--- config.mk ---
export PLATFORM = sky130hd
export DESIGN_NAME = tcc_top
export DESIGN_NICKNAME = d
export VERILOG_FILES = /design/src/verilog/tcc_cap_sel.v /design/src/verilog/tcc_top.v
export VERILOG_INCLUDE_DIRS = /design/src /design/src/verilog
export SDC_FILE = /design/constraint.sdc
export NUM_CORES = 1
export LEC_CHECK = 0
export BUFFER_PORTS_ARGS = -buffer_cell sky130_fd_sc_hd__buf_2
export CAP_MARGIN = 20
export CORE_MARGIN = 1.5
export CORE_UTILIZATION = 40
export CTS_BUF_LIST = sky130_fd_sc_hd__clkbuf_4
export CTS_CLUSTER_DIAMETER = 30
export CTS_CLUSTER_SIZE = 40
export DETAILED_ROUTE_END_ITERATION = 12
export GPL_ROUTABILITY_DRIVEN = 0
export SLEW_MARGIN = 30
export SYNTH_ARGS = -nofsm -noshare
export SYNTH_HDL_FRONTEND = slang
export SYNTH_HIERARCHICAL = 1
export SYNTH_SLANG_ARGS = --single-unit
--- constraint.sdc ---
create_clock -name aclk -period 2.2 [get_ports aclk]
set_input_delay 0.11 -clock aclk [delete_from_list [all_inputs] [get_ports aclk]]
set_output_delay 0.11 -clock aclk [all_outputs]
set_load 0.01 [all_outputs]
--- src/verilog/tcc_defs.vh ---
/*
 * Constants of the timer and capture configuration block: register
 * indexes, field positions, reset values and timing counts.
 * Assumes it is included by bare name from the design files.
 */
`ifndef TCC_DEFS_VH
`define TCC_DEFS_VH

// ****************************************
// Register indexes (byte address = 4 * index)
// ****************************************
`define TCC_IDX_CTRL      6'h16
`define TCC_IDX_TIMERS    6'h17
`define TCC_IDX_WIDE      6'h18
`define TCC_IDX_CAP_A     6'h19
`define TCC_IDX_CAP_B     6'h1a

// ****************************************
// Control register fields and reset
// ****************************************
`define TCC_CTRL_RST      8'h00
`define TCC_CAP_B_MSB     7
`define TCC_CAP_B_LSB     6
`define TCC_CAP_A_MSB     5
`define TCC_CAP_A_LSB     4
`define TCC_JOIN_BIT      3
`define TCC_WIDE_SEL_BIT  2
`define TCC_B_SEL_BIT     1
`define TCC_A_SEL_BIT     0

// ****************************************
// Capture modes
// ****************************************
`define TCC_MODE_FALL     2'h0
`define TCC_MODE_RISE     2'h1
`define TCC_MODE_RISE4    2'h2
`define TCC_MODE_RISE16   2'h3
`define TCC_CNT_RISE4     4'h3
`define TCC_CNT_RISE16    4'hf

// ****************************************
// Timing and bus answers
// ****************************************
`define TCC_INST_DIV      4
`define TCC_INST_LAST     2'h3
`define TCC_RESP_OKAY     2'h0
`define TCC_RESP_DECERR   2'h3

`endif

--- src/verilog/tcc_cap_sel.v ---
/*
 * One capture channel's event selector: picks falling, rising, every
 * fourth or every sixteenth rising edge of an already synchronised input.
 * Assumes level and level_d are the two last stages of a synchroniser.
 */
`timescale 1ns/1ps
`default_nettype none

`include "tcc_defs.vh"

module tcc_cap_sel (
    input  wire       aclk,
    input  wire       aresetn,
    input  wire       level,
    input  wire       level_d,
    input  wire [1:0] mode,
    input  wire       restart,
    output reg        event_ff
);
    reg  [3:0] cnt_ff;
    reg  [3:0] nxt_cnt;
    reg        nxt_event;
    wire       rise;
    wire       fall;

    assign rise = level & ~level_d;
    assign fall = ~level & level_d;

    always @* begin
        nxt_cnt   = cnt_ff;
        nxt_event = 1'b0;
        if (restart) begin
            // A control register write with lane 0 strobe set starts a fresh edge count
            nxt_cnt = 4'h0;
        end else begin
            case (mode)
                `TCC_MODE_FALL: nxt_event = fall;
                `TCC_MODE_RISE: nxt_event = rise;
                `TCC_MODE_RISE4: begin
                    if (rise) begin
                        nxt_event = (cnt_ff == `TCC_CNT_RISE4);
                        nxt_cnt   = (cnt_ff == `TCC_CNT_RISE4) ? 4'h0 : cnt_ff + 4'h1;
                    end
                end
                `TCC_MODE_RISE16: begin
                    if (rise) begin
                        nxt_event = (cnt_ff == `TCC_CNT_RISE16);
                        nxt_cnt   = cnt_ff + 4'h1;
                    end
                end
                default: nxt_event = 1'b0;
            endcase
        end
    end

    always @(posedge aclk) begin
        if (!aresetn) begin
            cnt_ff   <= 4'h0;
            event_ff <= 1'b0;
        end else begin
            cnt_ff   <= nxt_cnt;
            event_ff <= nxt_event;
        end
    end
endmodule // tcc_cap_sel

`default_nettype wire

--- src/verilog/tcc_top.v ---
/*
 * Timer and capture configuration block with an AXI4-Lite register slave,
 * two 8-bit timers that can join into one 16-bit timer, a 16-bit capture
 * time-base and two capture channels.
 * Assumes one clock, synchronous active-low reset, asynchronous pins.
 */
// Notes on behaviour
// - Channel B mode picks its capture edge
// - Channel A mode uses the same encoding
// - Join bit chains timer B onto timer A
// - Wide timer counts falling edges of own pin
// - Timer B counts falling edges of shared pin
// - Timer A counts falling edges of shared pin
// - Control register read/write, clears at reset
// - Internal clock is the clock divided by four
// - Capture latches the wide timer value
// - Joined timer follows timer A clock select
`timescale 1ns/1ps
`default_nettype none

`include "tcc_defs.vh"

module tcc_top (
    input  wire        aclk,
    input  wire        aresetn,
    input  wire [7:0]  s_axi_awaddr,
    input  wire [2:0]  s_axi_awprot,
    input  wire        s_axi_awvalid,
    output reg         s_axi_awready,
    input  wire [31:0] s_axi_wdata,
    input  wire [3:0]  s_axi_wstrb,
    input  wire        s_axi_wvalid,
    output reg         s_axi_wready,
    output reg  [1:0]  s_axi_bresp,
    output reg         s_axi_bvalid,
    input  wire        s_axi_bready,
    input  wire [7:0]  s_axi_araddr,
    input  wire [2:0]  s_axi_arprot,
    input  wire        s_axi_arvalid,
    output reg         s_axi_arready,
    output reg  [31:0] s_axi_rdata,
    output reg  [1:0]  s_axi_rresp,
    output reg         s_axi_rvalid,
    input  wire        s_axi_rready,
    input  wire        cap_a_pin,
    input  wire        cap_b_pin,
    input  wire        shared_ext_clk_pin,
    input  wire        wide_timer_ext_clk_pin
);
    // ****************************************
    // Declarations
    // ****************************************
    reg  [7:0]  ctrl_ff;
    reg  [5:0]  aw_idx_ff;
    reg  [31:0] wdata_ff;
    reg  [3:0]  wstrb_ff;
    reg         aw_got_ff;
    reg         w_got_ff;
    reg  [1:0]  div_ff;
    reg  [3:0]  pin_s1_ff;
    reg  [3:0]  pin_s2_ff;
    reg  [3:0]  pin_s3_ff;
    reg  [7:0]  timer_a_ff;
    reg  [7:0]  timer_b_ff;
    reg  [15:0] wide_timer_ff;
    reg  [15:0] cap_a_val_ff;
    reg  [15:0] cap_b_val_ff;
    reg  [31:0] nxt_rdata;
    reg  [1:0]  nxt_rresp;
    wire        aw_hs;
    wire        w_hs;
    wire        ar_hs;
    wire        aw_have;
    wire        w_have;
    wire        do_write;
    wire        nxt_bvalid;
    wire        ctrl_wr;
    wire        inst_tick;
    wire [3:0]  pin_fall;
    wire        tick_a;
    wire        tick_b;
    wire        tick_wide;
    wire [1:0]  cap_event;
    wire [1:0]  cap_mode [0:1];

    // ****************************************
    // Write channel
    // ****************************************
    // Address and data are taken in either order and held until both exist
    assign aw_hs      = s_axi_awvalid & s_axi_awready;
    assign w_hs       = s_axi_wvalid & s_axi_wready;
    assign aw_have    = aw_got_ff | aw_hs;
    assign w_have     = w_got_ff | w_hs;
    assign do_write   = aw_got_ff & w_got_ff;
    assign nxt_bvalid = do_write | (s_axi_bvalid & ~s_axi_bready);
    assign ctrl_wr    = do_write & (aw_idx_ff == `TCC_IDX_CTRL) & wstrb_ff[0];

    always @(posedge aclk) begin
        if (!aresetn) begin
            aw_got_ff     <= 1'b0;
            w_got_ff      <= 1'b0;
            aw_idx_ff     <= 6'h00;
            wdata_ff      <= 32'h0000_0000;
            wstrb_ff      <= 4'h0;
            s_axi_awready <= 1'b0;
            s_axi_wready  <= 1'b0;
            s_axi_bvalid  <= 1'b0;
            s_axi_bresp   <= `TCC_RESP_OKAY;
            ctrl_ff       <= `TCC_CTRL_RST;
        end else begin
            aw_got_ff     <= aw_have & ~do_write;
            w_got_ff      <= w_have & ~do_write;
            s_axi_awready <= ~(aw_have & ~do_write) & ~nxt_bvalid & ~do_write;
            s_axi_wready  <= ~(w_have & ~do_write) & ~nxt_bvalid & ~do_write;
            s_axi_bvalid  <= nxt_bvalid;
            if (aw_hs) begin
                aw_idx_ff <= s_axi_awaddr[7:2];
            end
            if (w_hs) begin
                wdata_ff <= s_axi_wdata;
                wstrb_ff <= s_axi_wstrb;
            end
            if (do_write) begin
                // Status registers accept writes silently; holes answer DECERR
                s_axi_bresp <= (aw_idx_ff >= `TCC_IDX_CTRL && aw_idx_ff <= `TCC_IDX_CAP_B)
                               ? `TCC_RESP_OKAY : `TCC_RESP_DECERR;
            end
            if (ctrl_wr) begin
                ctrl_ff <= wdata_ff[7:0];
            end
        end
    end

    // ****************************************
    // Read channel
    // ****************************************
    assign ar_hs = s_axi_arvalid & s_axi_arready;

    always @* begin
        nxt_rresp = `TCC_RESP_OKAY;
        case (s_axi_araddr[7:2])
            `TCC_IDX_CTRL:   nxt_rdata = {24'h00_0000, ctrl_ff};
            `TCC_IDX_TIMERS: nxt_rdata = {16'h0000, timer_b_ff, timer_a_ff};
            `TCC_IDX_WIDE:   nxt_rdata = {16'h0000, wide_timer_ff};
            `TCC_IDX_CAP_A:  nxt_rdata = {16'h0000, cap_a_val_ff};
            `TCC_IDX_CAP_B:  nxt_rdata = {16'h0000, cap_b_val_ff};
            default: begin
                nxt_rdata = 32'h0000_0000;
                nxt_rresp = `TCC_RESP_DECERR;
            end
        endcase
    end

    always @(posedge aclk) begin
        if (!aresetn) begin
            s_axi_arready <= 1'b0;
            s_axi_rvalid  <= 1'b0;
            s_axi_rdata   <= 32'h0000_0000;
            s_axi_rresp   <= `TCC_RESP_OKAY;
        end else begin
            s_axi_rvalid  <= ar_hs | (s_axi_rvalid & ~s_axi_rready);
            s_axi_arready <= ~(ar_hs | (s_axi_rvalid & ~s_axi_rready));
            if (ar_hs) begin
                s_axi_rdata <= nxt_rdata;
                s_axi_rresp <= nxt_rresp;
            end
        end
    end

    // ****************************************
    // Pin synchronisers and clock sources
    // ****************************************
    // Pins: 0 cap A, 1 cap B, 2 shared clock, 3 wide timer clock
    always @(posedge aclk) begin
        if (!aresetn) begin
            pin_s1_ff <= 4'h0;
            pin_s2_ff <= 4'h0;
            pin_s3_ff <= 4'h0;
            div_ff    <= 2'h0;
        end else begin
            pin_s1_ff <= {wide_timer_ext_clk_pin, shared_ext_clk_pin, cap_b_pin, cap_a_pin};
            pin_s2_ff <= pin_s1_ff;
            pin_s3_ff <= pin_s2_ff;
            div_ff    <= div_ff + 2'h1;
        end
    end

    assign pin_fall  = ~pin_s2_ff & pin_s3_ff;
    // Instruction clock is one tick in four system clocks
    assign inst_tick = (div_ff == `TCC_INST_LAST);
    assign tick_a    = ctrl_ff[`TCC_A_SEL_BIT] ? pin_fall[2] : inst_tick;
    // Joined: timer B only carries from timer A, its own select is ignored
    assign tick_b    = ctrl_ff[`TCC_JOIN_BIT] ? (tick_a & (timer_a_ff == 8'hff))
                     : (ctrl_ff[`TCC_B_SEL_BIT] ? pin_fall[2] : inst_tick);
    assign tick_wide = ctrl_ff[`TCC_WIDE_SEL_BIT] ? pin_fall[3] : inst_tick;

    // ****************************************
    // Timers and captures
    // ****************************************
    always @(posedge aclk) begin
        if (!aresetn) begin
            timer_a_ff    <= 8'h00;
            timer_b_ff    <= 8'h00;
            wide_timer_ff <= 16'h0000;
            cap_a_val_ff  <= 16'h0000;
            cap_b_val_ff  <= 16'h0000;
        end else begin
            if (tick_a) begin
                timer_a_ff <= timer_a_ff + 8'h01;
            end
            if (tick_b) begin
                timer_b_ff <= timer_b_ff + 8'h01;
            end
            if (tick_wide) begin
                wide_timer_ff <= wide_timer_ff + 16'h0001;
            end
            if (cap_event[0]) begin
                cap_a_val_ff <= wide_timer_ff;
            end
            if (cap_event[1]) begin
                cap_b_val_ff <= wide_timer_ff;
            end
        end
    end

    assign cap_mode[0] = ctrl_ff[`TCC_CAP_A_MSB:`TCC_CAP_A_LSB];
    assign cap_mode[1] = ctrl_ff[`TCC_CAP_B_MSB:`TCC_CAP_B_LSB];

    genvar ch;
    generate
        for (ch = 0; ch < 2; ch = ch + 1) begin : g_cap
            tcc_cap_sel u_sel (
                .aclk     (aclk),
                .aresetn  (aresetn),
                .level    (pin_s2_ff[ch]),
                .level_d  (pin_s3_ff[ch]),
                .mode     (cap_mode[ch]),
                .restart  (ctrl_wr),
                .event_ff (cap_event[ch])
            );
        end
    endgenerate
endmodule // tcc_top

`default_nettype wire

* After elaboration in Yosys (flattened, before gate mapping)
Index checks and enable logic that the tools add are counted.
** Operators by class
- Add/subtract/negate cells :: 6
- Order comparisons :: 2
- Equality and inequality tests :: 22
- Muxes and demuxes :: 21
- Bitwise logic cells :: 37
- Reductions and logical operators :: 9
** Operators with widths (number)
- $pmux W16 S5 :: 1
- $eq A6 B5 Y1 const B :: 6
- $mux W4 :: 6
- $and A1 B1 Y1 :: 19
- $add A16 B1 Y16 const B :: 1
- $add A8 B1 Y8 const B :: 2
- $pmux W4 S2 :: 2
- $not A1 Y1 :: 12
- $eq A2 B2 Y1 const B :: 5
- $add A4 B1 Y4 const B :: 2
- $eq A4 B2 Y1 const B :: 2
- $eq A4 B4 Y1 const B :: 2
- $eq A8 B8 Y1 const B :: 1
- $mux W1 :: 8
- $ne A2 B1 Y1 const B :: 4
- $pmux W1 S4 :: 2
- $ge A6 B5 Y1 const B :: 1
- $le A6 B5 Y1 const B :: 1
- $reduce_and A3 Y1 :: 2
- $reduce_or A5 Y1 :: 1
- $and A4 B4 Y4 :: 1
- $eq A2 B1 Y1 const B :: 2
- $logic_not A2 Y1 :: 2
- $mux W2 :: 2
- 6 further kinds :: 10
** Storage, ports and cells
- Register bits after elaboration :: 154
- Input port bits :: 69
- Logic and storage cells :: 124

* Depth between registers and ports, before layout
- Depth in word-level cells :: 6
- Mapped depth :: 6
- Mapped depth without buffers :: 5

* By module
The synthesis kept the hierarchy.
** Modules (own cells, without submodules)
- tcc_top :: times used 1, cells each 579, area each 5413.9 um^2
- tcc_cap_sel :: times used 2, cells each 31, area each 261.5 um^2

* Least setup slack after synthesis
OpenSTA, ideal clock, no wires.
- Path type :: register -> register
- Start :: register div_ff[0]
- End :: register timer_b_ff[7]
- Library setup time :: 72 ps
- Arrival :: 1458 ps
- Setup slack :: 671 ps
- Cell stages (with the launch flop) :: 6
- Cell sequence :: dfxtp_1 -> ha_1 -> nand2b_1 -> a211o_1 -> a211oi_2 -> mux2i_1
** On the way
- Longest elaborated chain between the ends :: 4
- Elaborated cells on any way between the ends :: 5
- Those cells by class :: 1 x eq/ne; 3 x mux; 1 x bitwise
** Ends and longest elaborated chain
- start, declared :: RTL line tcc_top.v:59 : reg [1:0] div_ff;
- start signal, assigned :: RTL line tcc_top.v:184 : div_ff <= div_ff + 2'h1;
- $eq A2 B2 Y1 (no source line) (*)
- $mux W1 :: RTL line tcc_top.v:191 : assign tick_a = ctrl_ff[`TCC_A_SEL_BIT] ? pin_fall[2] : inst_tick;
- $and A1 B1 Y1 :: RTL line tcc_top.v:193 : assign tick_b = ctrl_ff[`TCC_JOIN_BIT] ? (tick_a & (timer_a_ff == 8'hff))
- $mux W1 (*) :: RTL line tcc_top.v:193
- end signal, assigned :: RTL line tcc_top.v:212 : timer_b_ff <= timer_b_ff + 8'h01;
- end, declared :: RTL line tcc_top.v:64 : reg [7:0] timer_b_ff;
Every way passes the cells marked *; elsewhere a longest branch is shown, timed or not.
A chain may end at the register's enable or synchronous reset.

* Worst setup path after layout
Same ends and word-level chain as after synthesis.

==> summary by stage <==
Run status
The run finished with clean final reports.

Timing
For this run, the top clock speed supported by timing is 552 MHz. In the post-route analysis, the smallest setup slack over all paths is 0.388 ns. Of the available clock period, the critical path in the final layout requires 82.4%. The measured slew at the worst slew-check pin is 0.707 ns. The final period demand of the worst path is 1.81 ns.

The smallest hold slack is 0.0670 ns. Setup repair after global routing left no endpoint under its margin. The worst relative slew slack is 52.7%. The max-slew violation count is 0.

The final setup violation count is 0. The clock skew is 0.0110 ns. The setup TNS is 0 ns.

The number of hold violations in the final report is 0.

Power
Per report_power, the clock group accounts for 34.2% of the total. The cell-internal power is 0.00328 W. The analysis attributes to net switching a power of 0.00106 W. The combinational share of power is 7.0%. Summing internal, switching and leakage power gives 0.00433 W. In this run switching power makes up 24.4% of total power. The maximum vdd drop is 0.000301 V.

The total power density per cell area is 631 nW/um^2. The analysis attributes to cell leakage a power of 2.52 nW. Sequential cells account for 58.8% of the total power.

Placement
OpenSTA, run right after detailed placement, puts the worst setup slack at 0.430 ns. The placed cell count is 858. The count of buffers from port buffering is 56. Once detailed placement completed, the half-perimeter wirelength came to 9110 um.

Yosys
By area the synthesized netlist is led by sky130_fd_sc_hd__dfxtp_1, sky130_fd_sc_hd__mux2i_1, sky130_fd_sc_hd__nor2_1. The number of distinct library cells after synthesis is 54. During synthesis, Yosys emitted a total of 6 warnings. In this run, synthesis inferred 0 flip-flops with an integrated enable. After synthesis the cells add up to 5940 um^2. The commonest cells after synthesis are sky130_fd_sc_hd__dfxtp_1, sky130_fd_sc_hd__nor2_1, sky130_fd_sc_hd__nand2_1.

Counting every instance in the synthesized netlist gives 641. After synthesis, the largest area contributor takes up 45.9% of total cell area. For this run, the leading register cell type out of synthesis is sky130_fd_sc_hd__dfxtp_1. The number of synthesized register bits is 136. The cell with the most instances after synthesis is sky130_fd_sc_hd__dfxtp_1. The per-instance average area after synthesis is 9.26 um^2. The part of the Yosys area used for sequential elements is 45.9%. Summed over all instances, the cell type with the most area after synthesis is sky130_fd_sc_hd__dfxtp_1.

After synthesis, the share of flip-flops with an asynchronous set or reset is 0%.

Clock tree
TritonCTS created 17 clock buffers. The TritonCTS clock tree is built. The master cell of the clock root buffer is sky130_fd_sc_hd__clkbuf_4. The post-cts repair resize count is 0.

In this run the deepest clock path goes through 2 buffers. CTS built an H-tree with a depth of 4. The clock slew at the register clock pins of the worst setup and hold paths is 0.11 ns.

Clock latency on the worst-skew pair, taken at its later pin, is 0.53 ns. The number of clock sinks is 136.

GRT
The number of antenna violations at the first check in global routing came to 0. The total routing resource utilization after global routing is 17.8%. The wire length of the first global-routing pass is 22400 um. The largest net degree at the start of global routing is 77.

The number of global-route vias before repair is 4550. The leftover overflow at the end of global routing is 0.

Die
The I/O pin count is 110. The floorplan die area is 15600 um^2. The core region is 14500 um^2. The initial utilization of the core area, before any placement, comes to 40.8%. The vertical extent of the die is 125 um.

The floorplan has 44 rows. The die extent in x is 125 um.

Final layout
The share of cells above drive strength 1 is 14.5%. The count of inserted antenna diode cells is 0. After the last flow step, the layout net total stands at 797. The area growth from synthesis to layout is 15.7%. The final instance count without filler cells is 917.

Drt
The detailed router finished its first iteration with 331 violations. The average vias per placed instance is 5.25. The wire length reported by the detailed router is 13400 um. The routed layout has 4810 vias. The number of optimization iterations in the first detailed-route pass is 7. After detailed routing, the number of remaining DRC violations is 0. The antenna violation net count after detailed routing is 0. In the final routed layout, each cell accounts on average for 14.6 um.

Setup path
The data required time at the worst endpoint is 2.65 ns. The largest driver fanout on the critical path is 7. The critical path endpoint category is a flip-flop.

The kind of start point of the critical path is a flip-flop. The startpoint identified for the worst register-to-register timing path is div_ff[0]. The arrival time of the worst setup path is 2.27 ns.

The critical path is of the reg2reg type. The most critical setup path has its startpoint at div_ff[0].

Run
The count of maximum capacitance violations is 0.

Worst hold path
In this run the worst hold path is classified as in2reg. In this run the most critical hold path is launched from s_axi_wvalid.
[state kept, by name (all words and copies together), names as in the netlist, 6 cells and up]
register and flops:
g_cap.u_sel/cnt_ff 8, s_axi_rdata 16, timer_a_ff 8, wdata_ff 8, wide_timer_ff 16, cap_b_val_ff 16, ctrl_ff 8, cap_a_val_ff 16
timer_b_ff 8, aw_idx_ff 6
[critical path, stage by stage, from the launching register on]
cell and delay (ns):
sky130_fd_sc_hd__dfxtp_1 0.35, sky130_fd_sc_hd__ha_1 0.29, sky130_fd_sc_hd__nand2b_1 0.19, sky130_fd_sc_hd__a211o_1 0.44
sky130_fd_sc_hd__a211oi_2 0.28, sky130_fd_sc_hd__mux2i_1 0.20
[repair_timing]
action,in CTS,in global routing
hold endpoints to repair,29,0
setup buffers,0,0
hold buffers,29,0
[stage by stage]
step,utilization [%],instance area (um^2)
floorplan,-,5990
CTS,47.3,6870
global route,47.3,6870
detailed placement,43.6,6340
finish,47.3,6870
global placement,43.6,6330
[cells by family (layout without fill, tap and decap cells)]
family,after synthesis,after routing,synth area share [%]
compound gates,126,126,14.1
simple gates,235,235,19.8
other cells,1,16,0.0632
fa+ha+maj,6,6,1.26
flops,136,136,45.9
mux,68,68,11.8
xor+xnor,15,15,2.21
buf+inv,54,131,4.87
[cell usage in the layout (no fill, tap or decap), types with 3 or more instances in the layout]
master	count
sky130_fd_sc_hd__mux2i_1	52
sky130_fd_sc_hd__o21ai_0	18
sky130_fd_sc_hd__o2111ai_1	4
sky130_fd_sc_hd__dfxtp_1	136
sky130_fd_sc_hd__a211oi_1	6
sky130_fd_sc_hd__or3_1	12
sky130_fd_sc_hd__buf_4	9
sky130_fd_sc_hd__a222oi_1	8
sky130_fd_sc_hd__nor2_1	70
sky130_fd_sc_hd__conb_1	16
sky130_fd_sc_hd__nand2_1	60
sky130_fd_sc_hd__a21oi_1	39
sky130_fd_sc_hd__inv_1	5
sky130_fd_sc_hd__a22oi_1	16
sky130_fd_sc_hd__nand4_1	6
sky130_fd_sc_hd__and2_1	18
sky130_fd_sc_hd__nor3_1	4
sky130_fd_sc_hd__dlygate4sd3_1	29
sky130_fd_sc_hd__nand3b_1	10
sky130_fd_sc_hd__xor2_1	7
sky130_fd_sc_hd__a31oi_1	8
sky130_fd_sc_hd__ha_1	6
sky130_fd_sc_hd__buf_2	56
sky130_fd_sc_hd__clkinv_1	6
sky130_fd_sc_hd__clkinv_2	3
sky130_fd_sc_hd__nand2b_1	16
sky130_fd_sc_hd__nand4b_1	3
sky130_fd_sc_hd__a21o_1	4
sky130_fd_sc_hd__o21ai_1	10
sky130_fd_sc_hd__clkbuf_4	17
sky130_fd_sc_hd__nand3_1	17
sky130_fd_sc_hd__mux2_2	3
sky130_fd_sc_hd__xnor2_1	8
sky130_fd_sc_hd__a2111oi_2	3
sky130_fd_sc_hd__mux2_1	13
[power groups by stage]
stage / logic [W] / registers, W / clock network (W)
after floorplan: 0.000184 / 0.00260 / 0
after global placement: 0.000259 / 0.00260 / 0
after detailed placement: 0.000265 / 0.00260 / 0
after CTS: 0.000303 / 0.00255 / 0.00154
after global routing: 0.000337 / 0.00256 / 0.00165
final: 0.000302 / 0.00255 / 0.00148
[per-layer routing]
metal | routed length (um) | part of all wire (%) | track usage (%)
met2 | 6110 | 46 | 28.1
met4 | 246 | 1.8 | 6.95
met1 | 6360 | 47 | 23.4
met5 | 0 | 0 | 0
met3 | 679 | 5.1 | 4.73
[final cells by class]
| class | instances | area (um^2) |
|---|---|---|
| Fill cell | 1401 | 7660 |
| Multi-Input combinational cell | 466 | 2990 |
| Sequential cell | 136 | 2720 |
| Timing Repair Buffer | 95 | 658 |
| Tap cell | 184 | 230 |
| Clock buffer | 17 | 128 |
| Clock inverter | 13 | 114 |
| Inverter | 6 | 22.5 |
[final timing paths]
kind | to | slack [ns] | cells after the start
setup / recovery | timer_b_ff[7] | 0.39 | 5
hold / removal | wdata_ff[0] | 0.07 | 4
setup reg to reg | timer_b_ff[7] | 0.39 | 5
hold reg to reg | div_ff[0] | 0.43 | 1
No activity file was read; power rests on OpenSTA's default activity.
